$ cat config.mk
export PLATFORM = sky130hd
export DESIGN_NAME = sfc_converter
export DESIGN_NICKNAME = d
export VERILOG_FILES = /design/src/hdl/sfc_pkg.sv /design/src/hdl/sfc_converter.sv /design/src/hdl/sfc_cycle_counter.sv
export VERILOG_INCLUDE_DIRS = /design/src /design/src/hdl
export SDC_FILE = /design/constraint.sdc
export NUM_CORES = 1
export LEC_CHECK = 0
export BUFFER_PORTS_ARGS = -buffer_cell sky130_fd_sc_hd__buf_4
export CORE_ASPECT_RATIO = 0.8
export CORE_MARGIN = 5
export CORE_UTILIZATION = 37
export CTS_BUF_LIST = sky130_fd_sc_hd__clkbuf_4 sky130_fd_sc_hd__clkbuf_8 sky130_fd_sc_hd__clkbuf_16
export DETAILED_ROUTE_END_ITERATION = 7
export PLACE_DENSITY_LB_ADDON = 0.15
export REMOVE_ABC_BUFFERS = 1
export SKIP_CTS_REPAIR_TIMING = 1
export SLEW_MARGIN = 20
export SYNTH_ARGS = -nofsm -noshare
export SYNTH_HDL_FRONTEND = slang
export SYNTH_SLANG_ARGS = --single-unit
$ cat constraint.sdc
create_clock -name clk -period 3.8 [get_ports clk]
set_clock_uncertainty 0.1 [all_clocks]
set_input_delay 0.38 -clock clk [delete_from_list [all_inputs] [get_ports clk]]
set_output_delay 0.38 -clock clk [all_outputs]
set_load 0.1 [all_outputs]
$ cat src/hdl/sfc_regs.svh
`ifndef SFC_REGS_SVH
`define SFC_REGS_SVH

// ****************************************************************
// clock and timing
// ****************************************************************
`define SFC_CLK_PERIOD_NS 10
// sequence pulse length in ns (1.4 ms)
`define SFC_SEQ_PULSE_NS 1400000
// rounded up to whole clock cycles
`define SFC_SEQ_PULSE_CYC \
  ((`SFC_SEQ_PULSE_NS + `SFC_CLK_PERIOD_NS - 1) / `SFC_CLK_PERIOD_NS)
`define SFC_SEQ_W 18

// ****************************************************************
// decoded control line codes
// ****************************************************************
`define SFC_CTL_W 4
`define SFC_CTL_STATIC 4'h1
`define SFC_CTL_TOTAL 4'h2
`define SFC_CTL_LATCH 4'h3

// ****************************************************************
// request word and result layout
// ****************************************************************
`define SFC_IDX_W 8
`define SFC_REQ_FINE_BIT 0
`define SFC_ACC_W 16
`define SFC_HALF_W 8

// ****************************************************************
// cycle counter preloads
// ****************************************************************
`define SFC_CYC_W 8
`define SFC_PRELOAD_STATIC 8'hc7
`define SFC_PRELOAD_TOTAL 8'h5e
`define SFC_CYC_TOP 8'hff

`endif

$ cat src/hdl/sfc_pkg.sv
`include "sfc_regs.svh"

package sfc_pkg;

  // ****************************************************************
  // measurement states
  // ****************************************************************
  typedef enum logic [1:0] {
    SFC_IDLE = 2'b00,
    SFC_ARM = 2'b01,
    SFC_COUNT = 2'b10,
    SFC_DONE = 2'b11
  } sfc_state_t;

  // state of the cycle counter
  typedef struct packed {
    logic [`SFC_CYC_W-1:0] count;
  } sfc_cyc_t;

  // state of the converter top
  typedef struct packed {
    sfc_state_t state;
    logic [`SFC_CTL_W-1:0] ctl_prev;
    logic chan;
    logic [2:0] sen_s;
    logic [2:0] sen_t;
    logic [2:0] hs;
    logic squarer;
    logic [`SFC_ACC_W-1:0] acc;
    logic [`SFC_SEQ_W-1:0] seq_cnt;
    logic seq_static;
    logic seq_total;
    logic sel_static;
    logic sel_total;
    logic latch_strobe;
    logic req_fine;
    logic [`SFC_HALF_W-1:0] rd_data;
    logic rd_valid;
  } sfc_main_t;

endpackage : sfc_pkg

$ cat src/hdl/sfc_converter.sv
`timescale 1ns/1ps
`include "sfc_regs.svh"

module sfc_converter
  import sfc_pkg::*;
#(
  parameter int SEQ_PULSE_CYCLES = `SFC_SEQ_PULSE_CYC
) (
  // clock and reset
  input wire logic clk,
  input wire logic reset,
  // decoded control lines from the upstream decoder
  input wire logic [`SFC_CTL_W-1:0] decoded_control_lines,
  // sensor pins and the fast counting clock, all asynchronous
  input wire logic sensor_static,
  input wire logic sensor_total,
  input wire logic hs_clock,
  // processor input side
  input wire logic [`SFC_IDX_W-1:0] index_word,
  input wire logic input_strobe,
  input wire logic input_data_enable,
  output logic [`SFC_HALF_W-1:0] input_data,
  output logic input_data_valid,
  // count sequence lines
  output logic count_seq_static,
  output logic count_seq_total,
  // channel select pulses toward the squarer
  output logic static_channel_select,
  output logic total_channel_select,
  // sensor routing
  output logic route_static,
  output logic route_total,
  output logic squarer_in,
  // converter latch strobe toward the control card
  output logic converter_latch_strobe,
  // status
  output logic measure_busy,
  output logic measure_done,
  output logic [`SFC_CYC_W-1:0] cycle_count
);

  // ****************************************************************
  // elaboration checks
  // ****************************************************************
  localparam int SEQ_MAX = (1 << `SFC_SEQ_W) - 1;

  if (SEQ_PULSE_CYCLES < 1 || SEQ_PULSE_CYCLES > SEQ_MAX) begin : g_bad
    $error("SEQ_PULSE_CYCLES out of range");
  end

  localparam logic [`SFC_SEQ_W-1:0] SEQ_LOAD =
    `SFC_SEQ_W'(SEQ_PULSE_CYCLES);

  // ****************************************************************
  // control line decoding
  // ****************************************************************

  // one decoder used for every control code
  function automatic logic ctl_hit(
    input logic [`SFC_CTL_W-1:0] now,
    input logic [`SFC_CTL_W-1:0] prev,
    input logic [`SFC_CTL_W-1:0] code
  );
    // a code counts once when it appears, not while it stands
    return (now == code) && (prev != code);
  endfunction : ctl_hit

  sfc_main_t r_q;
  sfc_main_t r_d;

  logic start_static;
  logic start_total;
  logic start_any;
  logic latch_hit;

  assign start_static =
    ctl_hit(decoded_control_lines, r_q.ctl_prev, `SFC_CTL_STATIC);
  assign start_total =
    ctl_hit(decoded_control_lines, r_q.ctl_prev, `SFC_CTL_TOTAL);
  assign start_any = start_static || start_total;
  assign latch_hit =
    ctl_hit(decoded_control_lines, r_q.ctl_prev, `SFC_CTL_LATCH);

  // ****************************************************************
  // synchronised pins
  // ****************************************************************

  // stage 0 is the first synchroniser flop; only stage 1 reads it
  logic [2:0] sen_sel;
  logic sen_high;
  logic sen_rise;
  logic hs_rise;

  // only the channel picked at start feeds the period logic
  assign sen_sel = r_q.chan ? r_q.sen_t : r_q.sen_s;
  assign sen_high = sen_sel[1];
  assign sen_rise = sen_sel[1] && !sen_sel[2];
  // limitation: 37.5 MHz sampled at 100 MHz, edges can be missed
  // when jitter closes the sample window; trade for one clock
  assign hs_rise = r_q.hs[1] && !r_q.hs[2];

  // ****************************************************************
  // cycle counter
  // ****************************************************************
  logic cyc_advance;
  logic cyc_wrap;
  logic [`SFC_CYC_W-1:0] cyc_load_value;

  // a rising sensor edge closes one complete period
  assign cyc_advance = (r_q.state == SFC_COUNT) && sen_rise;
  assign cyc_load_value = start_total ? `SFC_PRELOAD_TOTAL
                                      : `SFC_PRELOAD_STATIC;

  sfc_cycle_counter u_cycle (
    .clk(clk),
    .reset(reset),
    .load(start_any),
    .load_value(cyc_load_value),
    .advance(cyc_advance),
    .count(cycle_count),
    .wrap(cyc_wrap)
  );

  // ****************************************************************
  // next state
  // ****************************************************************
  always_comb begin
    r_d = r_q;
    r_d.ctl_prev = decoded_control_lines;
    r_d.sel_static = 1'b0;
    r_d.sel_total = 1'b0;
    r_d.latch_strobe = latch_hit;
    r_d.rd_valid = 1'b0;

    // synchroniser chains: two flops, then one more for edges
    r_d.sen_s = {r_q.sen_s[1:0], sensor_static};
    r_d.sen_t = {r_q.sen_t[1:0], sensor_total};
    r_d.hs = {r_q.hs[1:0], hs_clock};

    // sequence pulse timer, retriggered by every start
    if (r_q.seq_cnt != '0) begin
      r_d.seq_cnt = r_q.seq_cnt - 1'b1;
      if (r_q.seq_cnt == `SFC_SEQ_W'(1)) begin
        r_d.seq_static = 1'b0;
        r_d.seq_total = 1'b0;
      end
    end

    // measurement control
    if (start_any) begin
      r_d.state = SFC_ARM;
      r_d.chan = start_total;
      r_d.acc = '0;
      r_d.seq_cnt = SEQ_LOAD;
      r_d.seq_static = start_static;
      r_d.seq_total = start_total;
      r_d.sel_static = start_static;
      r_d.sel_total = start_total;
    end else begin
      case (r_q.state)
        SFC_IDLE: begin
          r_d.state = SFC_IDLE;
        end
        SFC_ARM: begin
          // wait for a period boundary so only whole periods count
          if (sen_rise) begin
            r_d.state = SFC_COUNT;
          end
        end
        SFC_COUNT: begin
          if (cyc_wrap) begin
            r_d.state = SFC_DONE;
          end else if (hs_rise && sen_high) begin
            r_d.acc = r_q.acc + 1'b1;
          end
        end
        SFC_DONE: begin
          // result stays frozen; reading does not disturb it
          r_d.state = SFC_DONE;
        end
        default: begin
          r_d.state = SFC_IDLE;
        end
      endcase
    end

    // squarer feed: the chosen sensor only, silent when idle
    if (r_q.state == SFC_IDLE) begin
      r_d.squarer = 1'b0;
    end else begin
      r_d.squarer = sen_high;
    end

    // request register for the half to be read
    if (input_strobe) begin
      r_d.req_fine = index_word[`SFC_REQ_FINE_BIT];
    end

    // multiplexer onto the input data bus
    if (input_data_enable) begin
      r_d.rd_valid = 1'b1;
      if (r_q.req_fine) begin
        r_d.rd_data = r_q.acc[`SFC_HALF_W-1:0];
      end else begin
        r_d.rd_data = r_q.acc[`SFC_ACC_W-1:`SFC_HALF_W];
      end
    end
  end

  // ****************************************************************
  // state register
  // ****************************************************************
  always_ff @(posedge clk) begin
    if (reset) begin
      r_q <= '0;
    end else begin
      r_q <= r_d;
    end
  end

  // ****************************************************************
  // outputs
  // ****************************************************************
  assign input_data = r_q.rd_data;
  assign input_data_valid = r_q.rd_valid;
  assign count_seq_static = r_q.seq_static;
  assign count_seq_total = r_q.seq_total;
  assign static_channel_select = r_q.sel_static;
  assign total_channel_select = r_q.sel_total;
  assign converter_latch_strobe = r_q.latch_strobe;
  assign squarer_in = r_q.squarer;
  // routing follows the latched channel for the whole measurement
  assign route_static = (r_q.state != SFC_IDLE) && !r_q.chan;
  assign route_total = (r_q.state != SFC_IDLE) && r_q.chan;
  assign measure_busy = (r_q.state == SFC_ARM) ||
                        (r_q.state == SFC_COUNT);
  assign measure_done = (r_q.state == SFC_DONE);

endmodule : sfc_converter

$ cat src/hdl/sfc_cycle_counter.sv
`timescale 1ns/1ps
`include "sfc_regs.svh"

module sfc_cycle_counter
  import sfc_pkg::*;
(
  // clock and reset
  input wire logic clk,
  input wire logic reset,
  // preload
  input wire logic load,
  input wire logic [`SFC_CYC_W-1:0] load_value,
  // one complete sensor period seen
  input wire logic advance,
  // state
  output logic [`SFC_CYC_W-1:0] count,
  output logic wrap
);

  sfc_cyc_t r_q;
  sfc_cyc_t r_d;

  // wrap marks the step from the top value back to zero
  assign wrap = advance && !load && (r_q.count == `SFC_CYC_TOP);
  assign count = r_q.count;

  // preload wins over advance so a restart is never half counted
  always_comb begin
    r_d = r_q;
    if (load) begin
      r_d.count = load_value;
    end else if (advance) begin
      r_d.count = r_q.count + 8'h01;
    end
  end

  // state register
  always_ff @(posedge clk) begin
    if (reset) begin
      r_q <= '0;
    end else begin
      r_q <= r_d;
    end
  end

endmodule : sfc_cycle_counter

==> results of run 1 <==
[worst paths after layout]
kind         cells after the start       to  slack (ns)
min reg2reg                      1  r_d[58]        0.34
max                              8  r_q[65]        1.20
min                              2  r_d[51]        0.16
max reg2reg                      8  r_q[65]        1.20
[sequential cells by signal, summed over array words and instances, names as in the netlist, 6 cells and up]
| register | count |
|---|---|
| u_cycle.count | 8 |
| input_data | 8 |
| r_q | 45 |
| r_d | 6 |
[stage by stage]
stage | total power, mW | utilization [%] | instance area, sq um | hold slack, ns | instances
final | 2.71 | 44.5 | 4090 | 0.159 | 528
after floorplan | 1.73 | - | 3360 | 0.314 | 357
after global routing | 2.89 | 44.5 | 4090 | 0.152 | 528
after CTS | 2.74 | 44.5 | 4090 | 0.151 | 528
after global placement | 1.92 | 41.4 | 3800 | 0.317 | 512
after detailed placement | 1.93 | 41.4 | 3800 | 0.327 | 512
[logic make-up (layout without fill, tap and decap cells)]
group           count (synthesis)  in the layout  synth area share (%)
flops                          74             74                  42.0
buf+inv                        36             66                  5.88
compound gates                 85             85                  16.6
mux                            15             15                  4.29
xor+xnor                       14             14                  3.47
fa+ha+maj                      10             10                  3.54
simple gates                  149            149                  24.3
[cell type report]
class	count	share of cell area, %
Tap cell	115	3.52
Inverter	10	0.919
Clock inverter	6	1.04
Sequential cell	74	36.3
Timing Repair Buffer	40	7.35
Multi-Input combinational cell	273	45.1
Clock buffer	10	5.85
[cell usage in the layout, fill, tap and decap left out, types with 2 or more instances in the layout]
| cell | count |
|---|---|
| dfxtp_1 | 74 |
| buf_4 | 40 |
| nor2_1 | 32 |
| a21oi_1 | 27 |
| nand2_1 | 18 |
| nor2b_1 | 16 |
| mux2i_1 | 14 |
| or4_1 | 13 |
| xor2_1 | 12 |
| nand3_1 | 11 |
| o31ai_1 | 11 |
| inv_1 | 10 |
| nor3_1 | 10 |
| a211oi_1 | 10 |
| ha_1 | 10 |
| clkbuf_16 | 9 |
| nand4_1 | 8 |
| o21ai_0 | 8 |
| a21oi_2 | 8 |
| nor4_1 | 7 |
| or3_1 | 7 |
| nor3b_1 | 5 |
| o21ai_1 | 5 |
| nand2b_1 | 4 |
| nand4b_1 | 3 |
| a21o_1 | 3 |
| and4_1 | 3 |
| o21a_1 | 3 |
| nor4b_1 | 2 |
| or3b_1 | 2 |
| nand4bb_1 | 2 |
| xnor2_1 | 2 |
| clkinv_4 | 2 |
| clkinv_2 | 2 |
| clkinvlp_4 | 2 |
[routing by layer]
metal / share of wire, % / up-vias / routed length (um) / global-route usage, %
met2: 42 / 45 / 3180 / 19.4
met3: 4.9 / 10 / 371 / 4.83
met5: 0 / - / 0 / 0
met4: 1.2 / 0 / 89 / 4.27
li1: - / 1442 / - / -
met1: 52 / 1304 / 3910 / 18.4
[power breakdown]
part	switching [mW]	total [mW]	internal, mW
Clock	0.325	0.784	0.459
Sequential	0.122	1.00	0.882
Combinational	0.597	0.919	0.322
Total	1.04	2.71	1.66
==> results.ini, run 1 <==
[clock_network]
cts_buffers=9
clkSlewWorstSetupHoldPaths_ns=0.06
clock_path_buffers=2
clock_sinks=74
h-tree-depth=3
cts_tree=done
clock_latency_ns=0.33
cts_root_buf=clkbuf_16

[timing]
layout_setup_ws_ns=1.20
post-route-period-util_pct=68.4
fin_tns_setup_ns=0
rsz0062_at_grt=no
min_period_ns=2.60
slew_violations=0
setup_viol=0
clock.fmax_mhz=385
relSlewSlack_pct=50.3
worstMarginPinSlew_ns=0.742
hold_violations=0

[place]
place_ws_ns=1.17
io_buffers=38
hpwlAfterDp_um=5310
gp_congestion=0.857

[detailed_routing]
drt_iter0_drc=147
vias_per_cell=5.30
vias=2801
ant_nets=0
drc=0
wl_per_cell_um=14.3
wl_um=7550
first_pass_iters=4

[critical_path]
cp_slowest_cell=a211o_1
cp-end-kind=register
crit_required_ns=3.94
cp_max_fo=32
critPathArrivalTime_ns=2.74
setup.worst_path.start_class=register
crit_family=compound AO/OA/AOI/OAI gates
worstSetupStartpoint=r_q[64]
critical_path_class=register to register
critPathMaxStageDelay_ns=0.41
crit_chain=inv_1, ha_1, nand4bb_1, a211o_1, o41ai_4, buf_4, a21oi_2, a311oi_2
r2r_start=r_q[64]
cp_num_buf_inv=2

[power_and_ir_drop]
leakage_nw=1.48
power.density_mw_per_mm2=662
ir_worst_vdd_v=0.000510

[run_status]
status=finished, final reports clean

[logic_synthesis]
ys_seq_area_share_pct=42.0
ys_ff_latch=74
avgSynthCellArea_sq_um=9.22
synthTopCellsByArea=dfxtp_1 42%, mux2i_1 4.0%, a21oi_1 3.8%
yosysTopAreaCell=dfxtp_1
syn_inst=383
synth.most_common_cell=dfxtp_1
ys.flop_type=dfxtp_1
synthTopCellsByCount=74 x dfxtp_1, 32 x nor2_1, 27 x a21oi_1, 18 x nand2_1, 16 x nor2b_1
synth_cell_types=52
synth_top_area_share_pct=42.0
syn_area_sq_mm=0.00353
async_flop_share_pct=0
yosys_warnings=0
synth_edf_count=0

[floorplan]
io_pins=46
design.die.area_sq_mm=0.0116
die_w_um=119
core_area_sq_mm=0.00919
die_height_um=97.4
start_util_pct=38.4
rows=31

[grt]
grt_max_degree=43
antenna_found_initial=0
grt_pass1_vias=2637
track_usage_pct=13.4
overflow=0
grt_pass1_wl_um=12800

[worst_hold_path]
hp-start=hs_clock
hold_path_class=input pin to register

[layout]
final_nets=437
diodes=0
multiInputGateArea_sq_mm=0.00184
final.fill_count=902
drive_gt1_share_pct=17.9
area_delta_synth_final_pct=15.7
regArea_sq_mm=0.00148

[run]
max_cap_violations=0

(Power assumes the default switching activity.)
==> run 2: changes to the inputs <==
--- a/config.mk
+++ b/config.mk
@@ -6,6 +6,7 @@
 export SDC_FILE = /design/constraint.sdc
 export NUM_CORES = 1
 export LEC_CHECK = 0
+export ABC_AREA = 1
 export BUFFER_PORTS_ARGS = -buffer_cell sky130_fd_sc_hd__buf_4
 export CORE_ASPECT_RATIO = 0.8
 export CORE_MARGIN = 5
==> constraint.sdc (replaced) <==
create_clock -name clk -period 2.65 [get_ports clk]
set_clock_uncertainty 0.1 [all_clocks]
set_input_delay 0.265 -clock clk [delete_from_list [all_inputs] [get_ports clk]]
set_output_delay 0.265 -clock clk [all_outputs]
set_load 0.1 [all_outputs]
==> results.ini, run 2 <==
[layout]
drive_gt1_share_pct=17.5  ; -0.43 points
multiInputGateArea_sq_mm=0.00196  ; +6.5%
largest_register_ffs=45  ; unchanged
post-route-util_pct=43.9  ; -0.53 points
top_register=r_q
regArea_sq_mm=0.00148  ; unchanged
layout_commonest_cell=nand2_1
final_nets=590  ; +35%
area_delta_synth_final_pct=17.4
final.fill_count=1064  ; +18%
final_cell_mix=104 x nand2_1, 75 x nor2_1, 74 x dfxtp_1
diodes=0  ; unchanged

[timing]
fin_tns_setup_ns=0  ; unchanged
layout_setup_ws_ns=0.615  ; -0.586 ns
setup_viol=0  ; unchanged
post-route-period-util_pct=76.8  ; +8.4 points
clock.fmax_mhz=491  ; +28%
relSlewSlack_pct=72.2  ; +22 points
min_period_ns=2.03  ; -0.564 ns
worstMarginPinSlew_ns=0.414  ; -0.328 ns
rsz0062_at_grt=no
hold_violations=0  ; unchanged
slew_violations=0  ; unchanged

[power_and_ir_drop]
leakage_nw=1.90  ; +28%
power.density_mw_per_mm2=963  ; +45%
ir_worst_vdd_v=0.000530  ; +3.9%

[floorplan]
start_util_pct=37.4  ; -0.99 points
design.die.area_sq_mm=0.0124  ; +6.9%
rows=33  ; +6.5%
core_area_sq_mm=0.0102  ; +10%
die_height_um=101  ; +3.4%
die_w_um=123  ; +3.4%
io_pins=46  ; unchanged

[grt]
track_usage_pct=15.0  ; +1.7 points
overflow=0  ; unchanged
grt_pass1_wl_um=14800  ; +16%
antenna_found_initial=0  ; unchanged
grt_max_degree=33  ; -23%
grt_pass1_vias=3128  ; +19%

[place]
io_buffers=38  ; unchanged
hpwlAfterDp_um=6370  ; +20%
gp_congestion=0.907  ; +5.8%
place_ws_ns=0.664  ; -0.510 ns

[critical_path]
cp_max_fo=18  ; -44%
cp_slowest_cell=dfxtp_1
setup.worst_path.start_class=register
critical_path_class=register to register
cp-end-kind=register
crit_chain=ha_1, nand3_1, nor2_1, nand4_4, nand3_4, nand2_1, a21oi_1
critPathArrivalTime_ns=2.19  ; -0.55 ns
crit_required_ns=2.80  ; -1.14 ns
critPathMaxStageDelay_ns=0.41  ; about the same

[logic_synthesis]
synth_cell_types=36  ; -31%
ys.flop_type=dfxtp_1
yosys_warnings=0  ; unchanged
avgSynthCellArea_sq_um=7.19  ; -22%
ys_ff_latch=74  ; unchanged
yosysTopAreaCell=dfxtp_1
syn_inst=529  ; +38%
ys_seq_area_share_pct=39.0  ; -3.0 points
async_flop_share_pct=0  ; unchanged
synthTopCellsByCount=104 x nand2_1, 75 x nor2_1, 74 x dfxtp_1, 55 x inv_1, 48 x a21oi_1
synth_top_area_share_pct=39.0  ; -3.0 points
synthTopCellsByArea=dfxtp_1 39%, nand2_1 10%, nor2_1 7.4%
synth_edf_count=0  ; unchanged
synth.most_common_cell=nand2_1
syn_area_sq_mm=0.00380  ; +7.7%

[detailed_routing]
vias=3406  ; +22%
wl_per_cell_um=12.4  ; -13%
first_pass_iters=4  ; unchanged
drc=0  ; unchanged
wl_um=8780  ; +16%
ant_nets=0  ; unchanged
drt_iter0_drc=219  ; +49%
vias_per_cell=4.82  ; -9.1%

[clock_network]
h-tree-depth=3  ; unchanged
clock_latency_ns=0.33  ; about the same
clock_path_buffers=2  ; unchanged
clkSlewWorstSetupHoldPaths_ns=0.06  ; about the same
clock_sinks=74  ; unchanged
cts_tree=done
cts_buffers=9  ; unchanged
cts_root_buf=clkbuf_16

[run_status]
status=finished, final reports clean

[worst_hold_path]
hold_path_class=input pin to register

[run]
max_cap_violations=0  ; unchanged

run 2: cell count changes in the layout (fill, tap and decap cells not counted), sizes merged, moves of 10 or more:
cell    previous run  this run
nand2             18       119
inv               10        59
nor2              32        78
a21oi             35        58
nand4              8        31
nand3             11        27
nor2b             16         0
mux2i             14         0
or4               13         0
o31ai             11         0
a211oi            10         0
run 2: cell families after synthesis:
group                    count (synthesis)  synth area share [%]
AO/OA/AOI/OAI                           82                  12.2
XOR/XNOR                                12                  2.76
adder cells (fa/ha/maj)                 10                  3.29
buffers and inverters                   81                  9.45
flip-flops                              74                  39.0
AND/OR/NAND/NOR                        270                  33.3
run 2: layer usage:
layer | part of all wire (%) | vias to the layer above | GRT usage [%] | routed length [um]
li1 | - | 1782 | - | -
met1 | 50 | 1551 | 20.6 | 4430
met2 | 43 | 63 | 23.0 | 3810
met3 | 5.1 | 10 | 3.93 | 447
met4 | 1.0 | 0 | 5.02 | 90
met5 | 0 | - | 0 | 0
run 2: critical path: cells and delay by family, from the launching register on:
kind | cells | cell delay (ns)
compound gates | 1 | 0.13
fa+ha+maj | 1 | 0.20
flops | 1 | 0.41
simple gates | 5 | 1.11
run 2: cell type report:
type,count,share of cell area (%)
Multi-Input combinational cell,374,43.9
Sequential cell,74,33.2
Timing Repair Buffer,42,7.07
Clock buffer,10,5.36
Inverter,60,5.05
Tap cell,140,3.93
Clock inverter,6,1.46
run 2: per-stage QoR:
| step | hold WS [ns] | power (mW) | instance area [sq um] | instances |
|---|---|---|---|---|
| 6_report | 0.0368 | 4.30 | 4460 | 706 |
| 3_3_place_gp | 0.292 | 3.08 | 4160 | 690 |
| 5_1_grt | 0.0324 | 4.66 | 4460 | 706 |
| 4_1_cts | 0.0236 | 4.34 | 4460 | 706 |
| 2_1_floorplan | 0.234 | 2.73 | 3670 | 508 |
| 3_5_place_dp | 0.292 | 3.09 | 4160 | 690 |
run 2: worst paths after layout:
check / startpoint / to / slack, ns / cells past startpoint
worst min-delay path: sensor_static / r_d[57] / 0.04 / 3
worst max register to register: u_cycle.count[0] / r_q[37] / 0.62 / 7
worst min register to register: r_d[54] / r_d[55] / 0.30 / 2
worst max-delay path: u_cycle.count[0] / r_q[37] / 0.62 / 7
run 2: power breakdown:
group          switching [mW]  internal (mW)  total [mW]
sequential              0.146           1.28        1.43
combinational            1.13          0.511        1.65
clock                   0.470          0.756        1.23
total                    1.75           2.55        4.30
==> run 3: changes to the inputs <==
==> constraint.sdc (replaced) <==
create_clock -name clk -period 1.8 [get_ports clk]
set_clock_uncertainty 0.1 [all_clocks]
set_input_delay 0.18 -clock clk [delete_from_list [all_inputs] [get_ports clk]]
set_output_delay 0.18 -clock clk [all_outputs]
set_load 0.1 [all_outputs]
==> results.ini, run 3 (synthesis results as in run 2) <==
[grt]
grt_pass1_wl_um=15500  ; +4.5%
grt_pass1_vias=3296  ; +5.4%
overflow=0  ; unchanged
track_usage_pct=15.4  ; +0.38 points
grt_max_degree=30  ; -9.1%
antenna_found_initial=0  ; unchanged

[place]
hpwlAfterDp_um=6510  ; +2.2%
place_ws_ns=0.107  ; -0.557 ns
gp_congestion=0.829  ; -8.6%
io_buffers=38  ; unchanged

[detailed_routing]
wl_per_cell_um=12.4  ; -0.70%
ant_nets=0  ; unchanged
first_pass_iters=4  ; unchanged
vias=3524  ; +3.5%
drc=0  ; unchanged
wl_um=8970  ; +2.1%
drt_iter0_drc=264  ; +21%
vias_per_cell=4.85  ; +0.61%

[layout]
drive_gt1_share_pct=20.0  ; +2.5 points
final_cell_mix=103 x nand2_1, 74 x nor2_1, 74 x dfxtp_1
largest_register_ffs=45  ; unchanged
diodes=0  ; unchanged
post-route-util_pct=46.6  ; +2.6 points
area_delta_synth_final_pct=24.5
layout_commonest_cell=nand2_1
top_register=r_q
final_nets=610  ; +3.4%
final.fill_count=1038  ; -2.4%

[clock_network]
cts_tree=done
clock_path_buffers=2  ; unchanged
clkSlewWorstSetupHoldPaths_ns=0.06  ; about the same
clock_sinks=74  ; unchanged
h-tree-depth=3  ; unchanged
cts_root_buf=clkbuf_16
cts_buffers=9  ; unchanged
clock_latency_ns=0.34  ; about the same

[timing]
layout_setup_ws_ns=0.0964  ; -0.519 ns
min_period_ns=1.70
relSlewSlack_pct=74.4  ; +2.2 points
fin_hold_ws_ns=-0.0209  ; -0.0577 ns
post-route-period-util_pct=94.6
hold_violations=3  ; +3
setup_viol=0  ; unchanged
worstMarginPinSlew_ns=0.381  ; -0.0335 ns
rsz0062_at_grt=no
clock.fmax_mhz=587
slew_violations=0  ; unchanged

[floorplan]
start_util_pct=37.4  ; unchanged
io_pins=46  ; unchanged
die_height_um=101  ; unchanged
die_w_um=123  ; unchanged
design.die.area_sq_mm=0.0124  ; unchanged
core_area_sq_mm=0.0102  ; unchanged
rows=33  ; unchanged

[critical_path]
crit_family=flip-flops
critPathArrivalTime_ns=1.42  ; -0.77 ns
critPathMaxStageDelay_ns=0.36  ; -0.05 ns
critical_path_class=register to output pin
r2r_slack_ns=0.13  ; -0.49 ns
r2r_cells=8  ; +1
crit_chain=inv_1, ha_1, nor2_1, buf_6
cp_max_fo=4  ; -14
cp_num_buf_inv=2  ; +2
cp_slowest_cell=dfxtp_1
cp-end-kind=output pin
crit_required_ns=1.52  ; -1.28 ns
setup.worst_path.start_class=register
r2r_start=r_q[64]
r2r-end=r_q[43]

[worst_hold_path]
hp-start=index_word[0]
hold_path_class=input pin to register
hold_depth=3  ; unchanged
hold_path_end=r_q[9]

[power_and_ir_drop]
ir_worst_vdd_v=0.000848  ; +60%
total_power_mw=6.87  ; +60%
leakage_nw=2.03  ; +6.9%
power.density_mw_per_mm2=1450  ; +51%

[run_status]
violations=hold timing
status=finished, violations left

[run]
max_cap_violations=0  ; unchanged

-- run 3: area by class of cell --
cell class	instances	area [sq um]	share of cell area [%]
Clock inverter	6	138	2.91
Timing Repair Buffer	61	495	10.5
Tap cell	140	175	3.70
Multi-Input combinational cell	375	1980	41.9
Inverter	60	225	4.76
Clock buffer	10	233	4.92
Sequential cell	74	1480	31.3
-- run 3: metrics by stage --
| step | setup TNS, ns | cells | instance area, sq um |
|---|---|---|---|
| finish | 0 | 726 | 4730 |
| global route | 0 | 726 | 4730 |
| CTS | 0 | 721 | 4650 |
| detailed placement | 0 | 705 | 4280 |
| global placement | 0 | 705 | 4280 |
| floorplan | -13.55 | 508 | 3670 |
-- run 3: worst reg2reg max path, cell delays in order, from the launching register on --
cell     delay, ns
dfxtp_1       0.36
inv_1         0.10
ha_1          0.22
inv_1         0.16
nor2_8        0.08
nand4_4       0.11
buf_6         0.19
nand4_1       0.12
a21oi_2       0.15
-- run 3: routing by layer --
layer  GRT usage [%]  share of wire (%)
met1            21.0                 49
met2            23.9                 44
met3            4.38                6.1
met4            4.17               0.88
met5               0                  0
-- run 3: how the worst max path moves through the flow --
stage,to,slack [ns],startpoint,depth (start not counted)
6_report,route_total,0.1,r_q[64],4
5_1_grt,u_cycle.count[4],0.0008,r_q[63],8
4_1_cts,route_total,0.06,r_q[64],4
3_5_place_dp,r_q[48],0.11,decoded_control_lines[2],10
3_3_place_gp,r_q[48],0.1,decoded_control_lines[2],10
2_1_floorplan,r_q[48],-0.69,u_cycle.count[0],7
-- run 3: power breakdown --
group | internal (mW) | switching, mW | leakage [nW]
sequential | 1.89 | 0.214 | 0.605
clock | 1.52 | 0.709 | 0.181
combinational | 0.841 | 1.70 | 1.24
